## config.mk

```make
export PLATFORM = sky130hd
export DESIGN_NAME = tpl_probe_latch
export DESIGN_NICKNAME = d
export VERILOG_FILES = /design/src/hdl/tpl_probe_latch.v
export VERILOG_INCLUDE_DIRS = /design/src /design/src/hdl
export SDC_FILE = /design/constraint.sdc
export NUM_CORES = 1
export LEC_CHECK = 0
export ABC_AREA = 1
export BUFFER_PORTS_ARGS = -buffer_cell sky130_fd_sc_hd__buf_4
export CORE_MARGIN = 5
export CORE_UTILIZATION = 35
export DETAILED_ROUTE_END_ITERATION = 16
export SLEW_MARGIN = 20
export SYNTH_ARGS = -nofsm -noshare
export SYNTH_HDL_FRONTEND = slang
export SYNTH_SLANG_ARGS = --single-unit
export TNS_END_PERCENT = 1
```

## constraint.sdc

```tcl
create_clock -name aclk -period 4.2 [get_ports aclk]
set_clock_uncertainty 0.1 [all_clocks]
set_input_delay 0.84 -clock aclk [delete_from_list [all_inputs] [get_ports aclk]]
set_output_delay 0.84 -clock aclk [all_outputs]
set_load 0.01 [all_outputs]
```

## src/hdl/tpl_map.vh

```
// register offsets, field positions and reset values of the touch-probe latch.
// assumes AXI4-Lite byte addressing; printed offsets are word indices.
`ifndef TPL_MAP_VH
`define TPL_MAP_VH

// ==========================================================
// register indices (byte address is four times the index)
`define TPL_IDX_CTRL 16'h60b8
`define TPL_IDX_STAT 16'h60b9
`define TPL_IDX_P1R_POS 16'h60ba
`define TPL_IDX_P1F_POS 16'h60bb
`define TPL_IDX_P2R_POS 16'h60bc
`define TPL_IDX_P2F_POS 16'h60bd
`define TPL_IDX_P1R_CNT 16'h60d5
`define TPL_IDX_P1F_CNT 16'h60d6
`define TPL_IDX_P2R_CNT 16'h60d7
`define TPL_IDX_P2F_CNT 16'h60d8
`define TPL_IDX_IRQ_STAT 16'h6100
`define TPL_IDX_IRQ_MASK 16'h6101

// ==========================================================
// control word fields, per probe byte (probe 2 adds 8)
`define TPL_CF_EN 0
`define TPL_CF_MODE 1
`define TPL_CF_SRC 2
`define TPL_CF_RISE 4
`define TPL_CF_FALL 5
`define TPL_PROBE_STRIDE 8

// status word fields, per probe byte
`define TPL_SF_EN 0
`define TPL_SF_RDONE 1
`define TPL_SF_FDONE 2

// ==========================================================
// reset values and bus answers
`define TPL_CTRL_RST 16'h0000
`define TPL_RESP_OKAY 2'b00
`define TPL_RESP_SLVERR 2'b10

`endif

```

## src/hdl/tpl_probe_latch.v

```verilog
// two-channel touch-probe position latch with an AXI4-Lite register slave.
// assumes position, probe inputs and index pulse are synchronous to aclk.
`timescale 1ns/1ps
`include "tpl_map.vh"

// ==========================================================
// overview for the next engineer
//
// register map (word index, byte address is four times it):
//   control word         rw, 16 bits, per-probe byte
//   status word          ro, 16 bits, per-probe byte
//   four result words    ro, position taken at each capture
//   four count words     ro, captures since the last control change
//   irq status           w1c, one bit per probe and edge
//   irq mask             rw, same layout as irq status
//
// control byte layout (probe 2 sits eight bits higher):
//   bit 0  enable
//   bit 1  mode, 0 single, 1 continuous
//   bit 2  source, 0 external pin, 1 encoder index
//   bit 4  rising edge trigger enable
//   bit 5  falling edge trigger enable
//
// status byte layout:
//   bit 0  probe enabled
//   bit 1  rising capture executed
//   bit 2  falling capture executed
//
// capture timing:
//   the selected line is compared with its value one cycle earlier;
//   an edge seen in cycle n latches the position of cycle n at edge n+1,
//   bumps the matching counter and sets the matching flag and irq bit.
//   inputs are taken as already synchronous: a raw pin needs its own
//   synchroniser outside this block, or edges may be lost or doubled.
//
// single mode:
//   enabling arms the probe; the first accepted edge disarms it.
//   software re-arms by clearing and then setting the enable bit.
//   with both edges enabled only the rising edge is honoured, so a
//   falling edge never steals the single shot.
//
// control writes:
//   a write that changes the word restarts all four counters; the
//   write wins over a capture in the same cycle, so a count never
//   carries over into the new setting. rewriting the same value has no
//   effect at all. disabling a probe clears its executed flags; result
//   positions are kept so software can still read the last capture.
//   an edge present in the cycle the enable is written is not taken,
//   because the written control word only takes effect one cycle later.
//
// bus timing:
//   each ready is a one-cycle pulse, raised the cycle after valid is
//   seen, so every item is taken exactly once. the write runs the edge
//   after both address and data are held; bvalid follows on that edge.
//   reads sample the register on the edge the address is taken and
//   answer one cycle later. no new write item is taken while a write
//   response waits, and no new read while read data waits.
//   unmapped reads answer slverr with zero data; writes to read-only
//   or unmapped words answer slverr and change nothing.
//
// clock enable:
//   clk_en low freezes every register, the bus handshakes included;
//   a master must not count cycles across a frozen stretch.
//
// limits:
//   counters wrap silently at the top of their 32-bit range.
//   positions are plain snapshots; no compensation time is applied.
//

module tpl_probe_latch
(
  input wire aclk,
  input wire aresetn,
  input wire clk_en,
  input wire [31:0] position,
  input wire probe_input_one,
  input wire probe_input_two,
  input wire encoder_index,
  input wire [17:0] s_axi_awaddr,
  input wire s_axi_awvalid,
  output reg s_axi_awready,
  input wire [31:0] s_axi_wdata,
  input wire [3:0] s_axi_wstrb,
  input wire s_axi_wvalid,
  output reg s_axi_wready,
  output reg [1:0] s_axi_bresp,
  output reg s_axi_bvalid,
  input wire s_axi_bready,
  input wire [17:0] s_axi_araddr,
  input wire s_axi_arvalid,
  output reg s_axi_arready,
  output reg [31:0] s_axi_rdata,
  output reg [1:0] s_axi_rresp,
  output reg s_axi_rvalid,
  input wire s_axi_rready,
  output reg irq
);

  // ==========================================================
  // state
  reg [15:0] ctrl;
  reg [1:0] rdone;
  reg [1:0] fdone;
  reg [1:0] armed;
  reg [1:0] trig_prev;
  reg [31:0] pos_r [0:3];
  reg [31:0] cnt_r [0:3];
  reg [3:0] irq_stat;
  reg [3:0] irq_mask;
  reg [17:0] aw_addr;
  reg aw_held;
  reg [31:0] w_data;
  reg [3:0] w_strb;
  reg w_held;

  // decode a byte address into a register index, ignoring the low two bits
  function [15:0] word_index;
    input [17:0] addr;
    begin
      word_index = addr[17:2];
    end
  endfunction

  // ==========================================================
  // trigger selection and edge detection
  wire [1:0] trig_now;
  wire [1:0] rise_ok;
  wire [1:0] fall_ok;
  wire do_write;
  wire [15:0] widx;
  wire [15:0] next_ctrl;
  wire ctrl_changed;

  assign do_write = aw_held && w_held && !s_axi_bvalid;
  assign widx = word_index(aw_addr);
  // byte lanes 0 and 1 carry the 16-bit control word
  assign next_ctrl = {w_strb[1] ? w_data[15:8] : ctrl[15:8],
                      w_strb[0] ? w_data[7:0] : ctrl[7:0]};
  assign ctrl_changed = do_write && (widx == `TPL_IDX_CTRL) && (next_ctrl != ctrl);

  genvar g;
  generate
    for (g = 0; g < 2; g = g + 1)
    begin : g_probe
      wire ext_in;
      wire en;
      wire cont;
      assign ext_in = (g == 0) ? probe_input_one : probe_input_two;
      // source select: external pin or encoder index
      assign trig_now[g] = ctrl[g*`TPL_PROBE_STRIDE+`TPL_CF_SRC] ? encoder_index : ext_in;
      assign en = ctrl[g*`TPL_PROBE_STRIDE+`TPL_CF_EN];
      assign cont = ctrl[g*`TPL_PROBE_STRIDE+`TPL_CF_MODE];
      // rising edge gated by enable, rising bit and arm state
      assign rise_ok[g] = en && (cont || armed[g]) &&
                          ctrl[g*`TPL_PROBE_STRIDE+`TPL_CF_RISE] &&
                          trig_now[g] && !trig_prev[g];
      // in single mode a falling edge counts only if rising is off
      assign fall_ok[g] = en && (cont || (armed[g] &&
                          !ctrl[g*`TPL_PROBE_STRIDE+`TPL_CF_RISE])) &&
                          ctrl[g*`TPL_PROBE_STRIDE+`TPL_CF_FALL] &&
                          !trig_now[g] && trig_prev[g];
    end
  endgenerate

  // ==========================================================
  // capture, counters, arm state and executed flags
  integer i;
  always @(posedge aclk)
  begin
    if (!aresetn)
    begin
      ctrl <= `TPL_CTRL_RST;
      rdone <= 2'b00;
      fdone <= 2'b00;
      armed <= 2'b00;
      trig_prev <= 2'b00;
      for (i = 0; i < 4; i = i + 1)
      begin
        pos_r[i] <= 32'h0000_0000;
        cnt_r[i] <= 32'h0000_0000;
      end
    end
    else if (clk_en)
    begin
      trig_prev <= trig_now;
      for (i = 0; i < 2; i = i + 1)
      begin
        // a capture in single mode disarms until the enable is toggled
        if (rise_ok[i] || fall_ok[i])
          armed[i] <= 1'b0;
        if (rise_ok[i])
        begin
          pos_r[2*i] <= position;
          cnt_r[2*i] <= cnt_r[2*i] + 32'h0000_0001;
          rdone[i] <= 1'b1;
        end
        if (fall_ok[i])
        begin
          pos_r[2*i+1] <= position;
          cnt_r[2*i+1] <= cnt_r[2*i+1] + 32'h0000_0001;
          fdone[i] <= 1'b1;
        end
      end
      if (ctrl_changed)
      begin
        ctrl <= next_ctrl;
        for (i = 0; i < 2; i = i + 1)
        begin
          // the write wins over a same-cycle capture: counts restart from zero
          cnt_r[2*i] <= 32'h0000_0000;
          cnt_r[2*i+1] <= 32'h0000_0000;
          // re-arm on a 0 -> 1 enable transition
          if (next_ctrl[i*`TPL_PROBE_STRIDE+`TPL_CF_EN] &&
              !ctrl[i*`TPL_PROBE_STRIDE+`TPL_CF_EN])
            armed[i] <= 1'b1;
          // disabling drops the executed flags
          if (!next_ctrl[i*`TPL_PROBE_STRIDE+`TPL_CF_EN])
          begin
            armed[i] <= 1'b0;
            rdone[i] <= 1'b0;
            fdone[i] <= 1'b0;
          end
        end
      end
    end
  end

  // ==========================================================
  // status word view
  wire [15:0] stat_word;
  assign stat_word = {5'h00, fdone[1], rdone[1], ctrl[8],
                      5'h00, fdone[0], rdone[0], ctrl[0]};

  // ==========================================================
  // interrupt: one sticky bit per capture event, write one to clear
  wire [3:0] cap_evt;
  wire [3:0] irq_clr;
  assign cap_evt = {fall_ok[1], rise_ok[1], fall_ok[0], rise_ok[0]};
  assign irq_clr = (do_write && widx == `TPL_IDX_IRQ_STAT && w_strb[0]) ?
                   w_data[3:0] : 4'h0;

  // set beats clear so an event in the clearing cycle survives
  always @(posedge aclk)
  begin
    if (!aresetn)
    begin
      irq_stat <= 4'h0;
      irq_mask <= 4'h0;
      irq <= 1'b0;
    end
    else if (clk_en)
    begin
      irq_stat <= (irq_stat & ~irq_clr) | cap_evt;
      if (do_write && widx == `TPL_IDX_IRQ_MASK && w_strb[0])
        irq_mask <= w_data[3:0];
      irq <= |(irq_stat & irq_mask);
    end
  end

  // ==========================================================
  // axi4-lite write channel: address and data taken in either order
  always @(posedge aclk)
  begin
    if (!aresetn)
    begin
      s_axi_awready <= 1'b0;
      s_axi_wready <= 1'b0;
      s_axi_bvalid <= 1'b0;
      s_axi_bresp <= `TPL_RESP_OKAY;
      aw_held <= 1'b0;
      w_held <= 1'b0;
      aw_addr <= 18'h00000;
      w_data <= 32'h0000_0000;
      w_strb <= 4'h0;
    end
    else if (clk_en)
    begin
      // ready is a one-cycle pulse so each item is taken exactly once
      // nothing new is taken while a write response still waits
      s_axi_awready <= s_axi_awvalid && !aw_held && !s_axi_awready && !s_axi_bvalid;
      s_axi_wready <= s_axi_wvalid && !w_held && !s_axi_wready && !s_axi_bvalid;
      if (s_axi_awvalid && s_axi_awready)
      begin
        aw_held <= 1'b1;
        aw_addr <= s_axi_awaddr;
      end
      if (s_axi_wvalid && s_axi_wready)
      begin
        w_held <= 1'b1;
        w_data <= s_axi_wdata;
        w_strb <= s_axi_wstrb;
      end
      if (do_write)
      begin
        aw_held <= 1'b0;
        w_held <= 1'b0;
        s_axi_bvalid <= 1'b1;
        // only control, interrupt status and mask are writable
        if (widx == `TPL_IDX_CTRL || widx == `TPL_IDX_IRQ_STAT ||
            widx == `TPL_IDX_IRQ_MASK)
          s_axi_bresp <= `TPL_RESP_OKAY;
        else
          s_axi_bresp <= `TPL_RESP_SLVERR;
      end
      else if (s_axi_bvalid && s_axi_bready)
        s_axi_bvalid <= 1'b0;
    end
  end

  // ==========================================================
  // axi4-lite read channel
  reg [31:0] rd_val;
  reg rd_hit;
  wire [15:0] ridx;
  assign ridx = word_index(s_axi_araddr);

  // read mux; narrow registers sit in the low bits
  always @*
  begin
    rd_val = 32'h0000_0000;
    rd_hit = 1'b1;
    if (ridx == `TPL_IDX_CTRL)
      rd_val = {16'h0000, ctrl};
    else if (ridx == `TPL_IDX_STAT)
      rd_val = {16'h0000, stat_word};
    else if (ridx == `TPL_IDX_P1R_POS)
      rd_val = pos_r[0];
    else if (ridx == `TPL_IDX_P1F_POS)
      rd_val = pos_r[1];
    else if (ridx == `TPL_IDX_P2R_POS)
      rd_val = pos_r[2];
    else if (ridx == `TPL_IDX_P2F_POS)
      rd_val = pos_r[3];
    else if (ridx == `TPL_IDX_P1R_CNT)
      rd_val = cnt_r[0];
    else if (ridx == `TPL_IDX_P1F_CNT)
      rd_val = cnt_r[1];
    else if (ridx == `TPL_IDX_P2R_CNT)
      rd_val = cnt_r[2];
    else if (ridx == `TPL_IDX_P2F_CNT)
      rd_val = cnt_r[3];
    else if (ridx == `TPL_IDX_IRQ_STAT)
      rd_val = {28'h0000000, irq_stat};
    else if (ridx == `TPL_IDX_IRQ_MASK)
      rd_val = {28'h0000000, irq_mask};
    else
      rd_hit = 1'b0;
  end

  // data is sampled when the address is taken, one answer at a time
  always @(posedge aclk)
  begin
    if (!aresetn)
    begin
      s_axi_arready <= 1'b0;
      s_axi_rvalid <= 1'b0;
      s_axi_rdata <= 32'h0000_0000;
      s_axi_rresp <= `TPL_RESP_OKAY;
    end
    else if (clk_en)
    begin
      s_axi_arready <= s_axi_arvalid && !s_axi_arready && !s_axi_rvalid;
      if (s_axi_arvalid && s_axi_arready)
      begin
        s_axi_rvalid <= 1'b1;
        s_axi_rdata <= rd_val;
        s_axi_rresp <= rd_hit ? `TPL_RESP_OKAY : `TPL_RESP_SLVERR;
      end
      else if (s_axi_rvalid && s_axi_rready)
        s_axi_rvalid <= 1'b0;
    end
  end

endmodule

```

### After elaboration in Yosys (flattened, before gate mapping)

Memories as Yosys holds them, arrays and structs flattened.
Cells that the tools add are included.

* memory bits (writable): 256
* memories: 2
* flip-flop bits (word level): 112
* input bits: 115
* output and inout bits: 42
* word-level logic and storage cells: 227

* reductions and logical operators: 79
* multiplexer cells: 89
* $add $sub $neg: 4
* bitwise logic cells: 16
* eq/ne operators: 16

Memory list
* cnt_r: words 4, width 32, read ports 4, clocked after Yosys merged registers in 0, write ports 4, RTL line tpl_probe_latch.v:107 `reg [31:0] cnt_r [0:3];`
* pos_r: words 4, width 32, read ports 4, clocked after Yosys merged registers in 0, write ports 4, RTL line tpl_probe_latch.v:106 `reg [31:0] pos_r [0:3];`

Operators by type and width (number)
* 2-to-1 mux 32 bit: 22
* equality test 16 x 15 -> 1 bit (second input constant): 15
* adder 32 x 1 -> 32 bit (second input constant): 4
* 2-to-1 mux 1 bit: 57
* logical AND 1 bit: 41
* AND reduction 2 bit: 10
* 2-to-1 mux 8 bit: 2
* != test 16 bit: 1
* logical NOT 1 bit: 15
* 2-to-1 mux 4 bit: 3
* OR 1 bit: 12
* 2-to-1 mux 2 bit: 5
* AND 4 bit: 2
* logical OR 1 bit: 8
* nonzero test 2 bit: 4
* NOT 4 bit: 1
* OR 4 bit: 1
* OR reduction 4 bit: 1

### Logic depth before layout (Yosys ltp)

* word-level depth: 14
* mapped depth: 18
* depth with buffers taken out: 16

### Worst setup path before layout

No wires, ideal clock.

* kind: register to register
* start: register w_strb[1]
* end: memory cnt_r[2][0] (enable)
* clock period less this slack: 3326 ps
* stages on the path, launching flop included: 16
* buffers on the path: 3
* data arrival time: 2837 ps
* library setup time: 389 ps
* data required time: 3711 ps
* path slack: 874 ps
* cells stage by stage: dfxtp_1 > buf_2 > clkbuf_1 > nand2_1 > o21ai_0 > inv_1 > ha_1 > nand4_1 > nor2_1 > nand2_1 > nand2_2 > inv_2 > nand3_4 > nand2_2 > buf_4 > nand2_1

RTL lines
* start: declaration: RTL line tpl_probe_latch.v:113 `reg [3:0] w_strb;`
* start signal: assignment: RTL line tpl_probe_latch.v:291 `w_strb <= s_axi_wstrb;`
* end: declaration: RTL line tpl_probe_latch.v:107

==> impl_metrics.ini <==
[outcome]
outcome = finished clean

[clocking]
max-clock-path-buffers = 3
cts_buffers = 42
cts_setup_buffers = 0
cts_sinks = 364
ctsHoldBuffers = 0
ctsHtreeMaxLevel = 2
cts_tree = done
cts-root-buf = clkbuf_16
clk_pin_slew_worst_paths_ns = 0.06
ctsResizeCount = 0
insertion_delay_ns = 0.56

[pwr]
p_sw_w = 0.00180
p_per_area_mw_per_mm2 = 355
cellLeakagePower_nw = 8.96
power_w = 0.00801
vdd_ir_drop_max_mv = 0.312
power_frac_seq = 0.483
p_sw_frac = 0.225
pwr-share-clk = 0.474
pwr-share-comb = 0.043
power.internal_w = 0.00621

[logic_synthesis]
netlist.top_cell.by_area = edfxtp_1
synth_enable_flop_cells = 192
ys_seq_elements = 364
synth_top_area_share = 0.298
synth_cell_types = 61
synth_commonest_cells = nand2_1 (416), nor2_1 (362), inv_1 (325), edfxtp_1 (192), dfxtp_1 (172)
synth_most_common_cell = nand2_1
ys.flop_type = edfxtp_1
ys_seq_area_frac = 0.475
avgSynthCellArea_um2 = 7.74
netlist_instances = 2501
synth_area_leaders = edfxtp_1 (30%), dfxtp_1 (18%), nand2_1 (8.1%)
async_flop_share = 0
ys_warn_count = 0
synth_area_mm2 = 0.0194

[sta]
slew_viol_final = 0
max_freq_mhz = 304
rsz0062_at_grt = no
tns_ns = 0
post-route-min-period_ns = 3.29
post-route-period-util = 0.783
max_slew_margin = 0.296
worst_pin_slew_ns = 1.05
hold_viol = 0
whs_ns = 0.355
setup_viol = 0

[drt]
wl_mm = 62.9
wl_per_cell_um = 18.5
ant_nets = 0
drt_first_pass_iters = 5
drtIter0Drc = 1680
remaining_drc_errors = 0
vias_per_cell = 5.16
vias = 17500

[layout]
fill_cells = 5582
layout.nets = 2738
antenna_cells = 0
multi_input_area_mm2 = 0.00833
seq_area_mm2 = 0.00921
area_delta_synth_final_pct = 16.4
drive_above_1_share = 0.126
final_area_mm2 = 0.0225

[floorplanning]
row_count = 86
pin_count = 157
dieArea_mm2 = 0.0601
core_mm2 = 0.0550
start_util = 0.352
die_x_um = 245
chipHeight_um = 245

[setup_path]
worst-endpoint-arrival_ns = 3.40
critPathMaxFanout = 32
worstSetupEndpointType = flop
required_ns = 4.31
crit_type = flop to flop
rrSetupSlack_ns = 0.91
critPathLaunchType = flop

[grt]
use_met3 = 0.0403
grt_busiest_layer = met2
grt_overflow = 0
grt_usage = 0.202
use_met1 = 0.276
grt_max_degree = 56
grt_pass1_wl_mm = 96.2
antenna_found_initial = 2
grt_pass1_vias = 16900
grt_use_met2 = 0.325

[place]
dp_hpwl_mm = 45.9
portBuffers = 132
place_area_mm2 = 0.0211
place_congestion = 0.933

[run]
maxCapViolCount = 0

[worst_hold_path]
hold_path_class = flop to flop
[cell type report]
cell class	instances	area share
Clock inverter	18	0.00977
Multi-Input combinational cell	1674	0.369
Inverter	362	0.0603
Timing Repair Buffer	173	0.0582
Tap cell	748	0.0415
Clock buffer	58	0.0524
Sequential cell	364	0.408
[cell usage in the layout (no fill, tap or decap), types with 7 or more instances in the layout]
master       n
nand2_1    416
nor2_1     362
inv_1      325
edfxtp_1   192
dfxtp_1    172
buf_4      172
a21oi_1    160
nand3_1    148
o21ai_0    139
nor3_1      77
nand4_1     75
o22ai_1     48
xor2_1      43
clkbuf_16   43
inv_2       36
o21ai_1     35
o211ai_1    22
nor3b_1     15
nor4_1      14
o21bai_1    11
nor2_2      10
nor3_2      10
clkbuf_1    10
nand2_2      8
xnor2_1      8
nand3_2      7
[metrics by stage]
step | setup WS (ns) | util | std cells
after floorplan | 0.874 | - | 2502
after global placement | 0.629 | 0.385 | 3321
after detailed placement | 0.613 | 0.385 | 3321
after CTS | 0.927 | 0.410 | 3397
after global routing | 0.717 | 0.410 | 3397
final | 0.913 | 0.410 | 3397
[power by group through the flow]
stage,registers (W),clock network (W),logic (W)
floorplan,0.00393,0,0.000180
global placement,0.00394,0,0.000339
detailed placement,0.00394,0,0.000345
CTS,0.00386,0.00386,0.000346
global route,0.00387,0.00402,0.000380
finish,0.00386,0.00379,0.000347
[layer usage]
layer  vias up  routed length [um]
met3        99                4130
met5         -                  12
li1       8579                   -
met2       517               28700
met4         2                1910
met1      8326               28100
[logic make-up after synthesis]
logic type / share of synthesized area
and+or+nand+nor: 0.277
other: 0.000194
buffers and inverters: 0.0953
AOI/OAI and AO/OA: 0.125
xor gates and xnor gates: 0.0231
adders and majority gates: 0.00388
DFF: 0.475
[path summary, 6_finish.rpt]
path,from,cells after the start,endpoint
max,w_strb[1],14,cnt_r[1][31]
min,aw_addr[12],2,aw_addr[12]
max reg2reg,w_strb[1],14,cnt_r[1][31]
min reg2reg,aw_addr[12],2,aw_addr[12]
[state kept, by name, indices dropped and copies added (netlist names), 2 cells and up]
name and cells:
fdone 2, ctrl 16, aw_addr 16, rdone 2, irq_stat 4, irq_mask 4
trig_prev 2, w_strb 2, pos_r 128, armed 2, cnt_r 128, w_data 16
s_axi_rdata 32
[critical path, cell delays in order (launching register included)]
cell,delay [ns]
dfxtp_1,0.47
nand2_1,0.11
o21ai_0,0.11
inv_1,0.11
ha_1,0.29
nand4_1,0.09
nor2_1,0.05
nand2_1,0.16
nand2_2,0.13
inv_2,0.13
nand2_4,0.10
nand2_4,0.34
inv_2,0.20
nand2_1,0.11
buf_4,0.40
Power figures use the tool's default switching activity.
